===== src/rtl/csb_map.vh =====
`ifndef CSB_MAP_VH
`define CSB_MAP_VH
// Control port map
`define CTRL_ADDR 7'h01
`define STAT_ADDR 7'h02
`define EBUF_BASE 7'h20
`define EBUF_LAST 7'h37
`define UBUF_BASE 7'h40
`define UBUF_LAST 7'h6f
// Control register bits
`define C_INH_DE 0
`define C_INH_EF 1
`define C_RSV 2
`define C_TWOBYTE 3
`define C_RDSEL_B 4
`define C_IE_DE 5
`define C_IE_EF 6
`define CTRL_RST 8'h00
// Status register bits
`define S_DE 0
`define S_EF 1
// Write entry kinds
`define WK_BOTH 2'h0
`define WK_A 2'h1
`define WK_B 2'h2
// Block layout
`define BLK_BYTES 48
`define BLK_LASTBIT 8'hbf
`define RSV_BYTES 5
`define CRC_IDX 23
`define CRC_INIT 8'hff
`define CRC_POLY 8'h1d
`endif


===== src/rtl/wr_fifo.v =====
`timescale 1ns/1ps
module wr_fifo #(
   parameter W = 17,
   parameter D = 16,
   parameter AW = 4
) (
   input wire clk,
   input wire rst_n,
   input wire in_valid,
   input wire [W-1:0] in_data,
   output reg in_ready,
   output wire out_valid,
   output wire [W-1:0] out_data,
   input wire out_ready
);
   reg [W-1:0] mem [0:D-1];
   reg [AW-1:0] wp_r;
   reg [AW-1:0] rp_r;
   reg [AW:0] cnt_r;
   reg [AW:0] cnt_nxt;
   wire push = in_valid & in_ready;
   wire pop = out_valid & out_ready;
   assign out_valid = (cnt_r != {(AW+1){1'b0}});
   assign out_data = mem[rp_r];
   always @* begin
      cnt_nxt = cnt_r;
      if (push & ~pop)
         cnt_nxt = cnt_r + 1'b1;
      else if (pop & ~push)
         cnt_nxt = cnt_r - 1'b1;
   end
   always @(posedge clk) begin
      if (push)
         mem[wp_r] <= in_data;
   end
   always @(posedge clk or negedge rst_n) begin
      if (!rst_n) begin
         wp_r <= {AW{1'b0}};
         rp_r <= {AW{1'b0}};
         cnt_r <= {(AW+1){1'b0}};
         in_ready <= 1'b0;
      end else begin
         if (push)
            wp_r <= wp_r + 1'b1;
         if (pop)
            rp_r <= rp_r + 1'b1;
         cnt_r <= cnt_nxt;
         in_ready <= (cnt_nxt != D[AW:0]);
      end
   end
endmodule


===== src/rtl/cs_block_buffer.v =====
`timescale 1ns/1ps
`include "csb_map.vh"
// Summary of operation
// Holds one channel-status block per channel, 384 bits, host RW.
// Holds 384 bits of user-bit storage, host RW.
// Status moves only as whole blocks through three block buffers.
// Byte MSB holds earliest serial bit; later bits go lower.
// Middle buffer byte zero sits at address 20h, channel A first.
// First buffer assembles received bits until a block is complete.
// Middle buffer takes whole blocks from first, stays host RW.
// Third buffer takes whole blocks from middle, sole transmit source.
// First-to-middle on input timing, middle-to-third on output timing.
// Slow input repeats blocks; fast input drops surplus blocks.
// Enabled interrupt on each first-to-middle and middle-to-third move.
// Two host inhibit bits each block their transfer while set.
// Host inhibits first-to-middle when serial audio feeds the output.
// Host reads middle buffer just after a first-to-middle interrupt.
// Host writes after middle-to-third, inhibiting first-to-middle meanwhile.
// Professional blocks get their check byte computed and inserted.
// Reserve option keeps first 5 middle bytes from transfers.
// Host rewrites sample-count bits per block if it cares.
// Middle buffer is 24 words; high byte channel A, low B.
// One-byte mode writes both channels; read picks channel by bit.
// Two-byte mode reads and writes channel A byte then B.
// Each stage transfer is atomic; no block mixing.
// Host access coinciding with a transfer corrupts nothing.
module cs_block_buffer #(
   parameter FIFO_DEPTH = 16,
   parameter FIFO_AW = 4
) (
   input wire clk,
   input wire rst_n,
   input wire rx_bit_valid,
   input wire rx_ch_b,
   input wire rx_bit,
   input wire rx_block_start,
   input wire tx_bit_req,
   input wire tx_ch_b,
   input wire tx_block_start,
   output reg tx_cbit,
   input wire [6:0] host_addr,
   input wire host_wr,
   input wire [7:0] host_wdata,
   output wire host_wready,
   input wire host_rd,
   output reg [7:0] host_rdata,
   output reg host_rvalid,
   output reg irq
);
   reg [7:0] d_mem [0:`BLK_BYTES-1];
   reg [7:0] e_mem [0:`BLK_BYTES-1];
   reg [7:0] f_mem [0:`BLK_BYTES-1];
   reg [7:0] u_mem [0:`BLK_BYTES-1];
   reg [7:0] rx_sh [0:1];
   reg [7:0] rx_cnt [0:1];
   reg [7:0] tx_cnt [0:1];
   reg [7:0] ctrl_r;
   reg [1:0] stat_r;
   reg d_done_r;
   reg phase_b_r;
   integer i;

   function [7:0] crc_step;
      input [7:0] crc;
      input [7:0] data;
      integer k;
      reg [7:0] c;
      begin
         c = crc;
         for (k = 7; k >= 0; k = k - 1) begin
            if (c[7] ^ data[k])
               c = {c[6:0], 1'b0} ^ `CRC_POLY;
            else
               c = {c[6:0], 1'b0};
         end
         crc_step = c;
      end
   endfunction

   function [7:0] crc_blk;
      input ch;
      integer j;
      reg [7:0] c;
      begin
         c = `CRC_INIT;
         for (j = 0; j < `CRC_IDX; j = j + 1)
            c = crc_step(c, e_mem[j*2 + ch]);
         crc_blk = c;
      end
   endfunction

   // Per-channel E index for a word address
   function [5:0] e_idx;
      input [6:0] a;
      input b;
      reg [6:0] w;
      begin
         w = a - `EBUF_BASE;
         e_idx = {w[4:0], b};
      end
   endfunction

   wire is_e = (host_addr >= `EBUF_BASE) && (host_addr <= `EBUF_LAST);
   wire two_byte = ctrl_r[`C_TWOBYTE];
   wire do_de = d_done_r & ~ctrl_r[`C_INH_DE];
   wire do_ef = tx_block_start & ~ctrl_r[`C_INH_EF];

   // Host writes queue until no transfer owns the middle buffer
   wire [1:0] wr_kind = !(is_e && two_byte) ? `WK_BOTH :
                        (phase_b_r ? `WK_B : `WK_A);
   wire q_valid;
   wire [16:0] q_data;
   wire q_pop = q_valid & ~do_de & ~do_ef;
   wire [6:0] q_addr = q_data[16:10];
   wire [1:0] q_kind = q_data[9:8];
   wire [7:0] q_byte = q_data[7:0];
   wire q_is_e = (q_addr >= `EBUF_BASE) && (q_addr <= `EBUF_LAST);
   wire q_is_u = (q_addr >= `UBUF_BASE) && (q_addr <= `UBUF_LAST);
   wire [6:0] q_uoff = q_addr - `UBUF_BASE;
   wire [6:0] h_uoff = host_addr - `UBUF_BASE;
   wire host_acc_ok = host_wr & host_wready;

   wr_fifo #(
      .W(17),
      .D(FIFO_DEPTH),
      .AW(FIFO_AW)
   ) u_wq (
      .clk(clk),
      .rst_n(rst_n),
      .in_valid(host_wr),
      .in_data({host_addr, wr_kind, host_wdata}),
      .in_ready(host_wready),
      .out_valid(q_valid),
      .out_data(q_data),
      .out_ready(q_pop)
   );

   // Two-byte sequencing: A byte then B byte per word
   always @(posedge clk or negedge rst_n) begin
      if (!rst_n) begin
         phase_b_r <= 1'b0;
      end else if (host_acc_ok || host_rd) begin
         if (is_e && two_byte)
            phase_b_r <= ~phase_b_r;
         else
            phase_b_r <= 1'b0;
      end
   end

   // Receive assembly into first buffer
   always @(posedge clk or negedge rst_n) begin
      if (!rst_n) begin
         rx_sh[0] <= 8'h00;
         rx_sh[1] <= 8'h00;
         rx_cnt[0] <= 8'h00;
         rx_cnt[1] <= 8'h00;
         d_done_r <= 1'b0;
      end else begin
         d_done_r <= 1'b0;
         if (rx_bit_valid) begin
            rx_sh[rx_ch_b] <= {rx_sh[rx_ch_b][6:0], rx_bit};
            if (rx_block_start)
               rx_cnt[rx_ch_b] <= 8'h01;
            else if (rx_cnt[rx_ch_b] == `BLK_LASTBIT)
               rx_cnt[rx_ch_b] <= 8'h00;
            else
               rx_cnt[rx_ch_b] <= rx_cnt[rx_ch_b] + 8'h01;
            if (rx_block_start)
               rx_sh[rx_ch_b] <= {7'h00, rx_bit};
            // Block done when channel B delivers its last bit
            if (rx_ch_b && !rx_block_start &&
                rx_cnt[1] == `BLK_LASTBIT)
               d_done_r <= 1'b1;
         end
      end
   end

   always @(posedge clk) begin
      if (rx_bit_valid && !rx_block_start &&
          rx_cnt[rx_ch_b][2:0] == 3'h7)
         d_mem[{rx_cnt[rx_ch_b][7:3], rx_ch_b}] <=
            {rx_sh[rx_ch_b][6:0], rx_bit};
   end

   // Middle buffer: whole-block loads or one queued host write
   always @(posedge clk) begin
      if (do_de) begin
         for (i = 0; i < `BLK_BYTES; i = i + 1)
            if (!(ctrl_r[`C_RSV] && (i / 2) < `RSV_BYTES))
               e_mem[i] <= d_mem[i];
      end else if (q_pop && q_is_e) begin
         if (q_kind != `WK_B)
            e_mem[e_idx(q_addr, 1'b0)] <= q_byte;
         if (q_kind != `WK_A)
            e_mem[e_idx(q_addr, 1'b1)] <= q_byte;
      end
   end

   // User-bit storage, host access only
   always @(posedge clk) begin
      if (q_pop && q_is_u)
         u_mem[q_uoff[5:0]] <= q_byte;
   end

   // Third buffer: whole-block load with check byte insertion
   always @(posedge clk) begin
      if (do_ef) begin
         for (i = 0; i < `BLK_BYTES; i = i + 1)
            f_mem[i] <= e_mem[i];
         if (e_mem[0][7])
            f_mem[`CRC_IDX*2] <= crc_blk(1'b0);
         if (e_mem[1][7])
            f_mem[`CRC_IDX*2+1] <= crc_blk(1'b1);
      end
   end

   // Transmit bit stream, repeating third buffer each block
   always @(posedge clk or negedge rst_n) begin
      if (!rst_n) begin
         tx_cnt[0] <= 8'h00;
         tx_cnt[1] <= 8'h00;
         tx_cbit <= 1'b0;
      end else begin
         if (tx_block_start) begin
            tx_cnt[0] <= 8'h00;
            tx_cnt[1] <= 8'h00;
         end else if (tx_bit_req) begin
            tx_cbit <= f_mem[{tx_cnt[tx_ch_b][7:3], tx_ch_b}]
                       [3'h7 - tx_cnt[tx_ch_b][2:0]];
            if (tx_cnt[tx_ch_b] == `BLK_LASTBIT)
               tx_cnt[tx_ch_b] <= 8'h00;
            else
               tx_cnt[tx_ch_b] <= tx_cnt[tx_ch_b] + 8'h01;
         end
      end
   end

   // Control, sticky transfer flags, interrupt, host reads
   always @(posedge clk or negedge rst_n) begin
      if (!rst_n) begin
         ctrl_r <= `CTRL_RST;
         stat_r <= 2'h0;
         irq <= 1'b0;
         host_rdata <= 8'h00;
         host_rvalid <= 1'b0;
      end else begin
         if (q_pop && q_addr == `CTRL_ADDR)
            ctrl_r <= q_byte;
         irq <= (do_de & ctrl_r[`C_IE_DE]) |
                (do_ef & ctrl_r[`C_IE_EF]);
         host_rvalid <= host_rd;
         if (host_rd && host_addr == `STAT_ADDR)
            stat_r <= {do_ef, do_de};
         else
            stat_r <= stat_r | {do_ef, do_de};
         if (host_rd) begin
            if (host_addr == `CTRL_ADDR)
               host_rdata <= ctrl_r;
            else if (host_addr == `STAT_ADDR)
               host_rdata <= {6'h00, stat_r};
            else if (is_e)
               host_rdata <= e_mem[e_idx(host_addr,
                  two_byte ? phase_b_r : ctrl_r[`C_RDSEL_B])];
            else if ((host_addr >= `UBUF_BASE) &&
                     (host_addr <= `UBUF_LAST))
               host_rdata <= u_mem[h_uoff[5:0]];
            else
               host_rdata <= 8'h00;
         end
      end
   end
endmodule


===== config.mk =====
export PLATFORM = sky130hd
export DESIGN_NAME = cs_block_buffer
export DESIGN_NICKNAME = d
export VERILOG_FILES = /design/src/rtl/wr_fifo.v /design/src/rtl/cs_block_buffer.v
export VERILOG_INCLUDE_DIRS = /design/src /design/src/rtl
export SDC_FILE = /design/constraint.sdc
export NUM_CORES = 2
export LEC_CHECK = 0
export BUFFER_PORTS_ARGS = -buffer_cell sky130_fd_sc_hd__buf_2
export CORE_UTILIZATION = 58
export CTS_CLUSTER_DIAMETER = 60
export CTS_CLUSTER_SIZE = 24
export DETAILED_ROUTE_END_ITERATION = 10
export PLACE_DENSITY = 0.86
export SYNTH_ARGS = -nofsm -noshare
export SYNTH_HDL_FRONTEND = slang
export SYNTH_SLANG_ARGS = --single-unit

===== constraint.sdc =====
create_clock -name clk -period 13.68 [get_ports clk]
set_input_delay 0.684 -clock clk [delete_from_list [all_inputs] [get_ports clk]]
set_output_delay 0.684 -clock clk [all_outputs]
set_load 0.05 [all_outputs]

After elaboration in Yosys (flattened, before gate mapping)
Memory sizes are Yosys's and may differ from the RTL's.
Index checks and enable logic that the tools add are counted.
{ "totals": {"ff_bits": 85, "ramBits": 1808, "inputBits": 26, "out_inout_bits": 12, "wordCells": 2017, "memories": 5} }
{ "op_classes": {"add_sub_neg": 11, "magnitude_cmp": 13, "eq_ne": 10, "muxes": 1175, "bitwise_logic": 763, "reduce_logical": 22} }
{ "memory_table": {"columns": ["memory", "words", "width", "rd", "rd_ports_with_merged_regs", "wr", "line_no", "text"], "rows": [
  ["d_mem", 48, 8, 48, 0, 1, "cs_block_buffer.v:50", "reg [7:0] d_mem [0:`BLK_BYTES-1];"],
  ["e_mem", 48, 8, 49, 0, 48, "cs_block_buffer.v:51", "reg [7:0] e_mem [0:`BLK_BYTES-1];"],
  ["f_mem", 48, 8, 1, 0, 48, "cs_block_buffer.v:52", "reg [7:0] f_mem [0:`BLK_BYTES-1];"],
  ["u_mem", 48, 8, 1, 0, 1, "cs_block_buffer.v:53", "reg [7:0] u_mem [0:`BLK_BYTES-1];"],
  ["u_wq.mem", 16, 17, 1, 0, 1, "wr_fifo.v:16", "reg [W-1:0] mem [0:D-1];"]
]} }
{ "ops": {"columns": ["op", "count"], "rows": [
  ["2-to-1 mux 8 bit", 752],
  ["2-to-1 mux 5 bit", 368],
  ["NOT 4 bit", 366],
  ["XOR 1 bit", 366],
  ["2-to-1 mux 16 bit", 6],
  ["bitwise mux 16 bit", 4],
  ["2-to-1 mux 1 bit", 34],
  ["AND 16 bit", 2],
  ["NOT 16 bit", 2],
  ["== test 8 bit, second input constant", 3],
  ["2-to-1 mux 7 bit", 3],
  ["adder 8 x 1 -> 8 bit, second input constant", 2],
  ["demux 8 bit (select 1 bit)", 2],
  ["OR reduction 8 bit", 2],
  ["logical AND 1 bit", 15],
  ["subtractor 5 x 1 -> 5 bit, second input constant", 3],
  ["AND 14 bit", 1],
  ["== test 7 x 1 -> 1 bit, second input constant", 2],
  [">= comparator 7 x 6 -> 1 bit, second input constant", 2],
  [">= comparator 7 bit, second input constant", 2],
  ["less-or-equal comparator 7 x 6 -> 1 bit, second input constant", 2],
  ["less-or-equal comparator 7 bit, second input constant", 2],
  ["NOT 14 bit", 1],
  ["2-to-1 mux 6 bit", 2],
  ["other kinds (24)", 50]
]} }

Logic depth before layout (Yosys ltp)
{ "logic_depth": {"depth_word": 736, "depth_mapped": 32, "depth_no_buf": 29} }

By module
From an unflattened synthesis, not the netlist that was laid out.
{ "hier_totals": {"cells_unflattened": 5381, "area_unflattened_um2": 95798.1} }
{ "modules_own_cells": {"columns": ["module", "instances", "cells_each", "area_per_inst_um2", "seq_area_each_um2"], "rows": [
  ["cs_block_buffer", 1, 4892, 84588.6, 47850.9],
  ["wr_fifo", 1, 489, 11209.5, 8518.2]
]} }

Worst setup path after synthesis
Ideal clock, no wire load.
{ "synth_path": {"path_kind": "input to register", "from": "input port tx_block_start", "to": "memory f_mem[46][7], data pin", "setup_time_ns": 0.269, "arrival_time_ns": 13.636, "t_required_ns": 13.411, "slack_ns": -0.225, "path_stages": 4, "path_buffers": 1, "cell_sequence": "nor2b_1 -> clkbuf_1 -> nand2_1 -> mux2_2"} }
{ "synth_lines": {"columns": ["element", "line_no", "text"], "rows": [
  ["from (decl)", "cs_block_buffer.v:39", "input wire tx_block_start,"],
  ["to (decl)", "cs_block_buffer.v:52", null]
]} }

==> results.md <==
- Result of the run: completed
- Max Cap Violations: 0
- Max Fclk: between 0.07 and 0.08 GHz
- Pre-antenna DRT Iters: 9
- Yosys warning count: 0
- Clk buf depth: 3
- Final Max Slew Viols: 0
- Endpoint kind of the worst setup timing path: flip-flop
- Worst clock skew on the final layout: 64.4 ps
- Kind of path behind the tightest hold check: primary input to flip-flop
- Avg WL per Cell: around 33 µm
- Global-route usage over all layers: 30.1%
- Number of distinct standard cells referenced by the synthesized netlist: between 50 and 60
- Dominant cell type by area after synthesis: sky130_fd_sc_hd__edfxtp_1
- Proportion of netlist area held by the largest area contributor: a little under three fifths
- Nets@finish: about 5.4k
- Library cell used as clock root buffer: sky130_fd_sc_hd__clkbuf_16
- Storage element area: around 56000 µm²
- H-tree levels: 3
- Core Box Area: approximately 160000 µm²
- Primary flip-flop cell chosen by synthesis mapping: sky130_fd_sc_hd__edfxtp_1
- Setup repair after global routing missed its margin: no
- Crit start category: flip-flop
- Sequential-to-total area share from yosys stat: 59.0%
- Slowest Stage Delay on Critical Path: about 600 ps
- Remaining global-route overflow: 0
- Vias: around 50k
- Data arrival time of the critical path: approximately 14000 ps
- Largest fanout of any net on the critical path: 7
- Clock period minus worst slack: 13190 ps
- Multi-input gate area in the final layout: between 30000 and 40000 µm²
- Half-perimeter wire length after placement: 170 mm
- Average size of a mapped cell: 17.8 µm²
- Pin count of the biggest net entering global routing: ~190
- Clock tree sinks: approximately 1.9k
- Worst reg2reg setup slack: approximately 490 ps
- Instance count of the mapped netlist: approximately 5.4k
- Global-route wire length before repair: approximately 360 mm
- Count of state elements after synthesis: 1891
- Number of buffers created by CTS: between 100 and 150
- Headroom to the max-slew limit: 7.47%
- Biggest area contributors in the synthesized netlist: sky130_fd_sc_hd__edfxtp_1 (57%), sky130_fd_sc_hd__xnor3_1 (9.6%), sky130_fd_sc_hd__mux4_2 (7.6%), sky130_fd_sc_hd__xnor2_1 (5.7%), sky130_fd_sc_hd__mux2_2 (4.9%)
- Port Buf Inserts: 37
- Most repeated cell in the gate-level netlist after synthesis: sky130_fd_sc_hd__edfxtp_1
- Syn nets: 5414
- Floorplan die area: 166000 µm²
- WHS Path Cells: 1
- Portion of the clock cycle consumed by the worst path in the final layout: about 96%
- Buf+Inv Stages, Crit Path: 1
- Share of the core filled with cells: 62.6%
- Tightest Pin Transition: roughly 1400 ps
- Delay-heaviest family, CP: XOR/XNOR gates
- Residual DRC count: 0
- Area Overhead vs Synth: 6.86%
- Number of setup violations in the final report: 0
- Via count of the first global-routing pass: between 50k and 60k
- Filler instances: 10.8k
- Data required time at the worst endpoint: around 14000 ps
- Clock latency at the later pin of the worst-skew pair: 810 ps
- Summed instance area of the synthesized netlist: around 96000 µm²
- Drt via density: around 6.7
- Final total negative setup slack: 0 ps
- DIE WIDTH: slightly above 400 µm
- Clock slew seen by the registers of the worst setup and hold paths: about 90 ps
- Async S/R FF share, synth: under 10%
- Post-DRT Antenna Nets: 0
- I/O pin total: 38
- Count of endpoints failing hold in the final timing report: 0
- Commonest cells in the netlist: sky130_fd_sc_hd__edfxtp_1 (1808), sky130_fd_sc_hd__xnor2_1 (627), sky130_fd_sc_hd__mux2_2 (415), sky130_fd_sc_hd__xnor3_1 (408), sky130_fd_sc_hd__mux4_2 (324)
- CTS tree: yes
- Starting density of the core: between 50% and 60%
- Crit path max-delay cell type: sky130_fd_sc_hd__xnor3_1
- Die Ht: slightly above 400 µm
- Weighted congestion reported at the end of routability-driven placement: about 1
- Critical path start-end classification: flip-flop to flip-flop
- Ratio of cells with drive above 1 in the final layout: about a fifth
- Cell Rows: approximately 150
- Worst path depth: 30
- 1st-iter DRT viols: 7732
- Critical Path Most Common Cell: sky130_fd_sc_hd__xnor3_1
- Antenna violations before repair: 11
- Depth of the most critical reg-to-reg path: 30
- Number of flops mapped to enable cells by yosys: approximately 1.8k
- Final wirelength: 251 mm
-- path summary, 6_finish.rpt --
| check | start | to |
|---|---|---|
| max in group asynchronous | rst_n | tx_cnt[3] |
| worst max-delay path | e_mem[0][4] | f_mem[46][2] |
| worst min register to register | tx_cbit | tx_cbit |
| worst max register to register | e_mem[0][4] | f_mem[46][2] |
| min in group asynchronous | rst_n | rx_cnt[12] |
| worst min-delay path | host_rd | host_rvalid |
-- cell usage in the layout (no fill, tap or decap), types with 25 or more instances in the layout --
master,count
sky130_fd_sc_hd__xnor3_1,407
sky130_fd_sc_hd__mux4_2,316
sky130_fd_sc_hd__clkbuf_16,113
sky130_fd_sc_hd__nor2_1,177
sky130_fd_sc_hd__buf_2,31
sky130_fd_sc_hd__edfxtp_1,1808
sky130_fd_sc_hd__mux2_2,407
sky130_fd_sc_hd__mux2i_1,117
sky130_fd_sc_hd__xnor2_2,27
sky130_fd_sc_hd__o21ai_0,91
sky130_fd_sc_hd__nand2b_1,34
sky130_fd_sc_hd__a21oi_1,107
sky130_fd_sc_hd__a211oi_1,193
sky130_fd_sc_hd__nor2b_1,105
sky130_fd_sc_hd__nand2_1,85
sky130_fd_sc_hd__xor2_1,212
sky130_fd_sc_hd__inv_1,25
sky130_fd_sc_hd__xnor2_1,626
sky130_fd_sc_hd__xor3_1,74
sky130_fd_sc_hd__dfrtp_1,79
sky130_fd_sc_hd__buf_4,81
-- routing by layer --
metal / GRT usage [%] / up-vias / routed length [µm]
li1: - / 20600 / -
met5: 0 / - / 84
met1: 41.5 / 26000 / 90700
met3: 6.31 / 648 / 31600
met2: 47.6 / 3813 / 118000
met4: 11.5 / 12 / 11100
-- cell type report --
cell class / count / area share, %
diodes: 3 / 0.00735
multi-input cells: 3195 / 37.5
flip-flops and latches: 1891 / 55.2
well taps: 2175 / 2.66
clock inverters: 68 / 0.879
inverters: 25 / 0.0918
clock buffers: 138 / 2.89
repair buffers: 117 / 0.816
-- kinds of logic (layout without fill, tap and decap cells) --
kind of cell | count (synthesis) | after routing | synth area share (%)
AO/OA/AOI/OAI | 454 | 454 | 3.04
buffers and inverters | 292 | 348 | 1.17
multiplexers | 858 | 858 | 13.8
XOR/XNOR | 1387 | 1387 | 20.5
other | 0 | 3 | 0
adder cells (fa/ha/maj) | 10 | 10 | 0.131
flip-flops | 1891 | 1891 | 59.0
AND/OR/NAND/NOR | 486 | 486 | 2.44
-- state kept, by name, indices dropped and copies added, names as in the netlist, named ones only --
signal / count
e_mem: 384
host_rdata: 8
u_wq.cnt_r: 5
tx_cnt: 16
f_mem: 384
stat_r: 2
u_wq.rp_r: 4
u_wq.in_ready: 1
d_mem: 384
u_wq.mem: 272
rx_cnt: 16
d_done_r: 1
host_rvalid: 1
tx_cbit: 1
phase_b_r: 1
irq: 1
u_mem: 384
ctrl_r: 8
u_wq.wp_r: 4
-- metrics by stage --
step / hold slack, ps / worst slack, ps / cells / cell area (µm²)
4_1_cts: 183 / 325 / 7604 / 102000
2_1_floorplan: 388 / 1710 / 5378 / 95600
6_report: 218 / 487 / 7612 / 102000
3_3_place_gp: 460 / 663 / 7397 / 98300
5_1_grt: 215 / 94.4 / 7609 / 102000
3_5_place_dp: 469 / 365 / 7397 / 98300
-- what timing repair did --
item                                   4_1_cts  5_1_grt
hold buffers                                 1        0
endpoints found under the hold margin       31        0
gates resized for setup                      0        2
setup endpoints to repair                    0        3
setup buffers                                0        5
-- worst register-to-register path: cells and delay by family (launching register included) --
kind	cells	cell delay (ps)
AOI/OAI and AO/OA	1	70
xor gates and xnor gates	28	12070
buffers and inverters	1	190
DFF	1	570
Power is not shown: default switching activity piles up to over one toggle a cycle in this logic, so the estimate is an artifact.
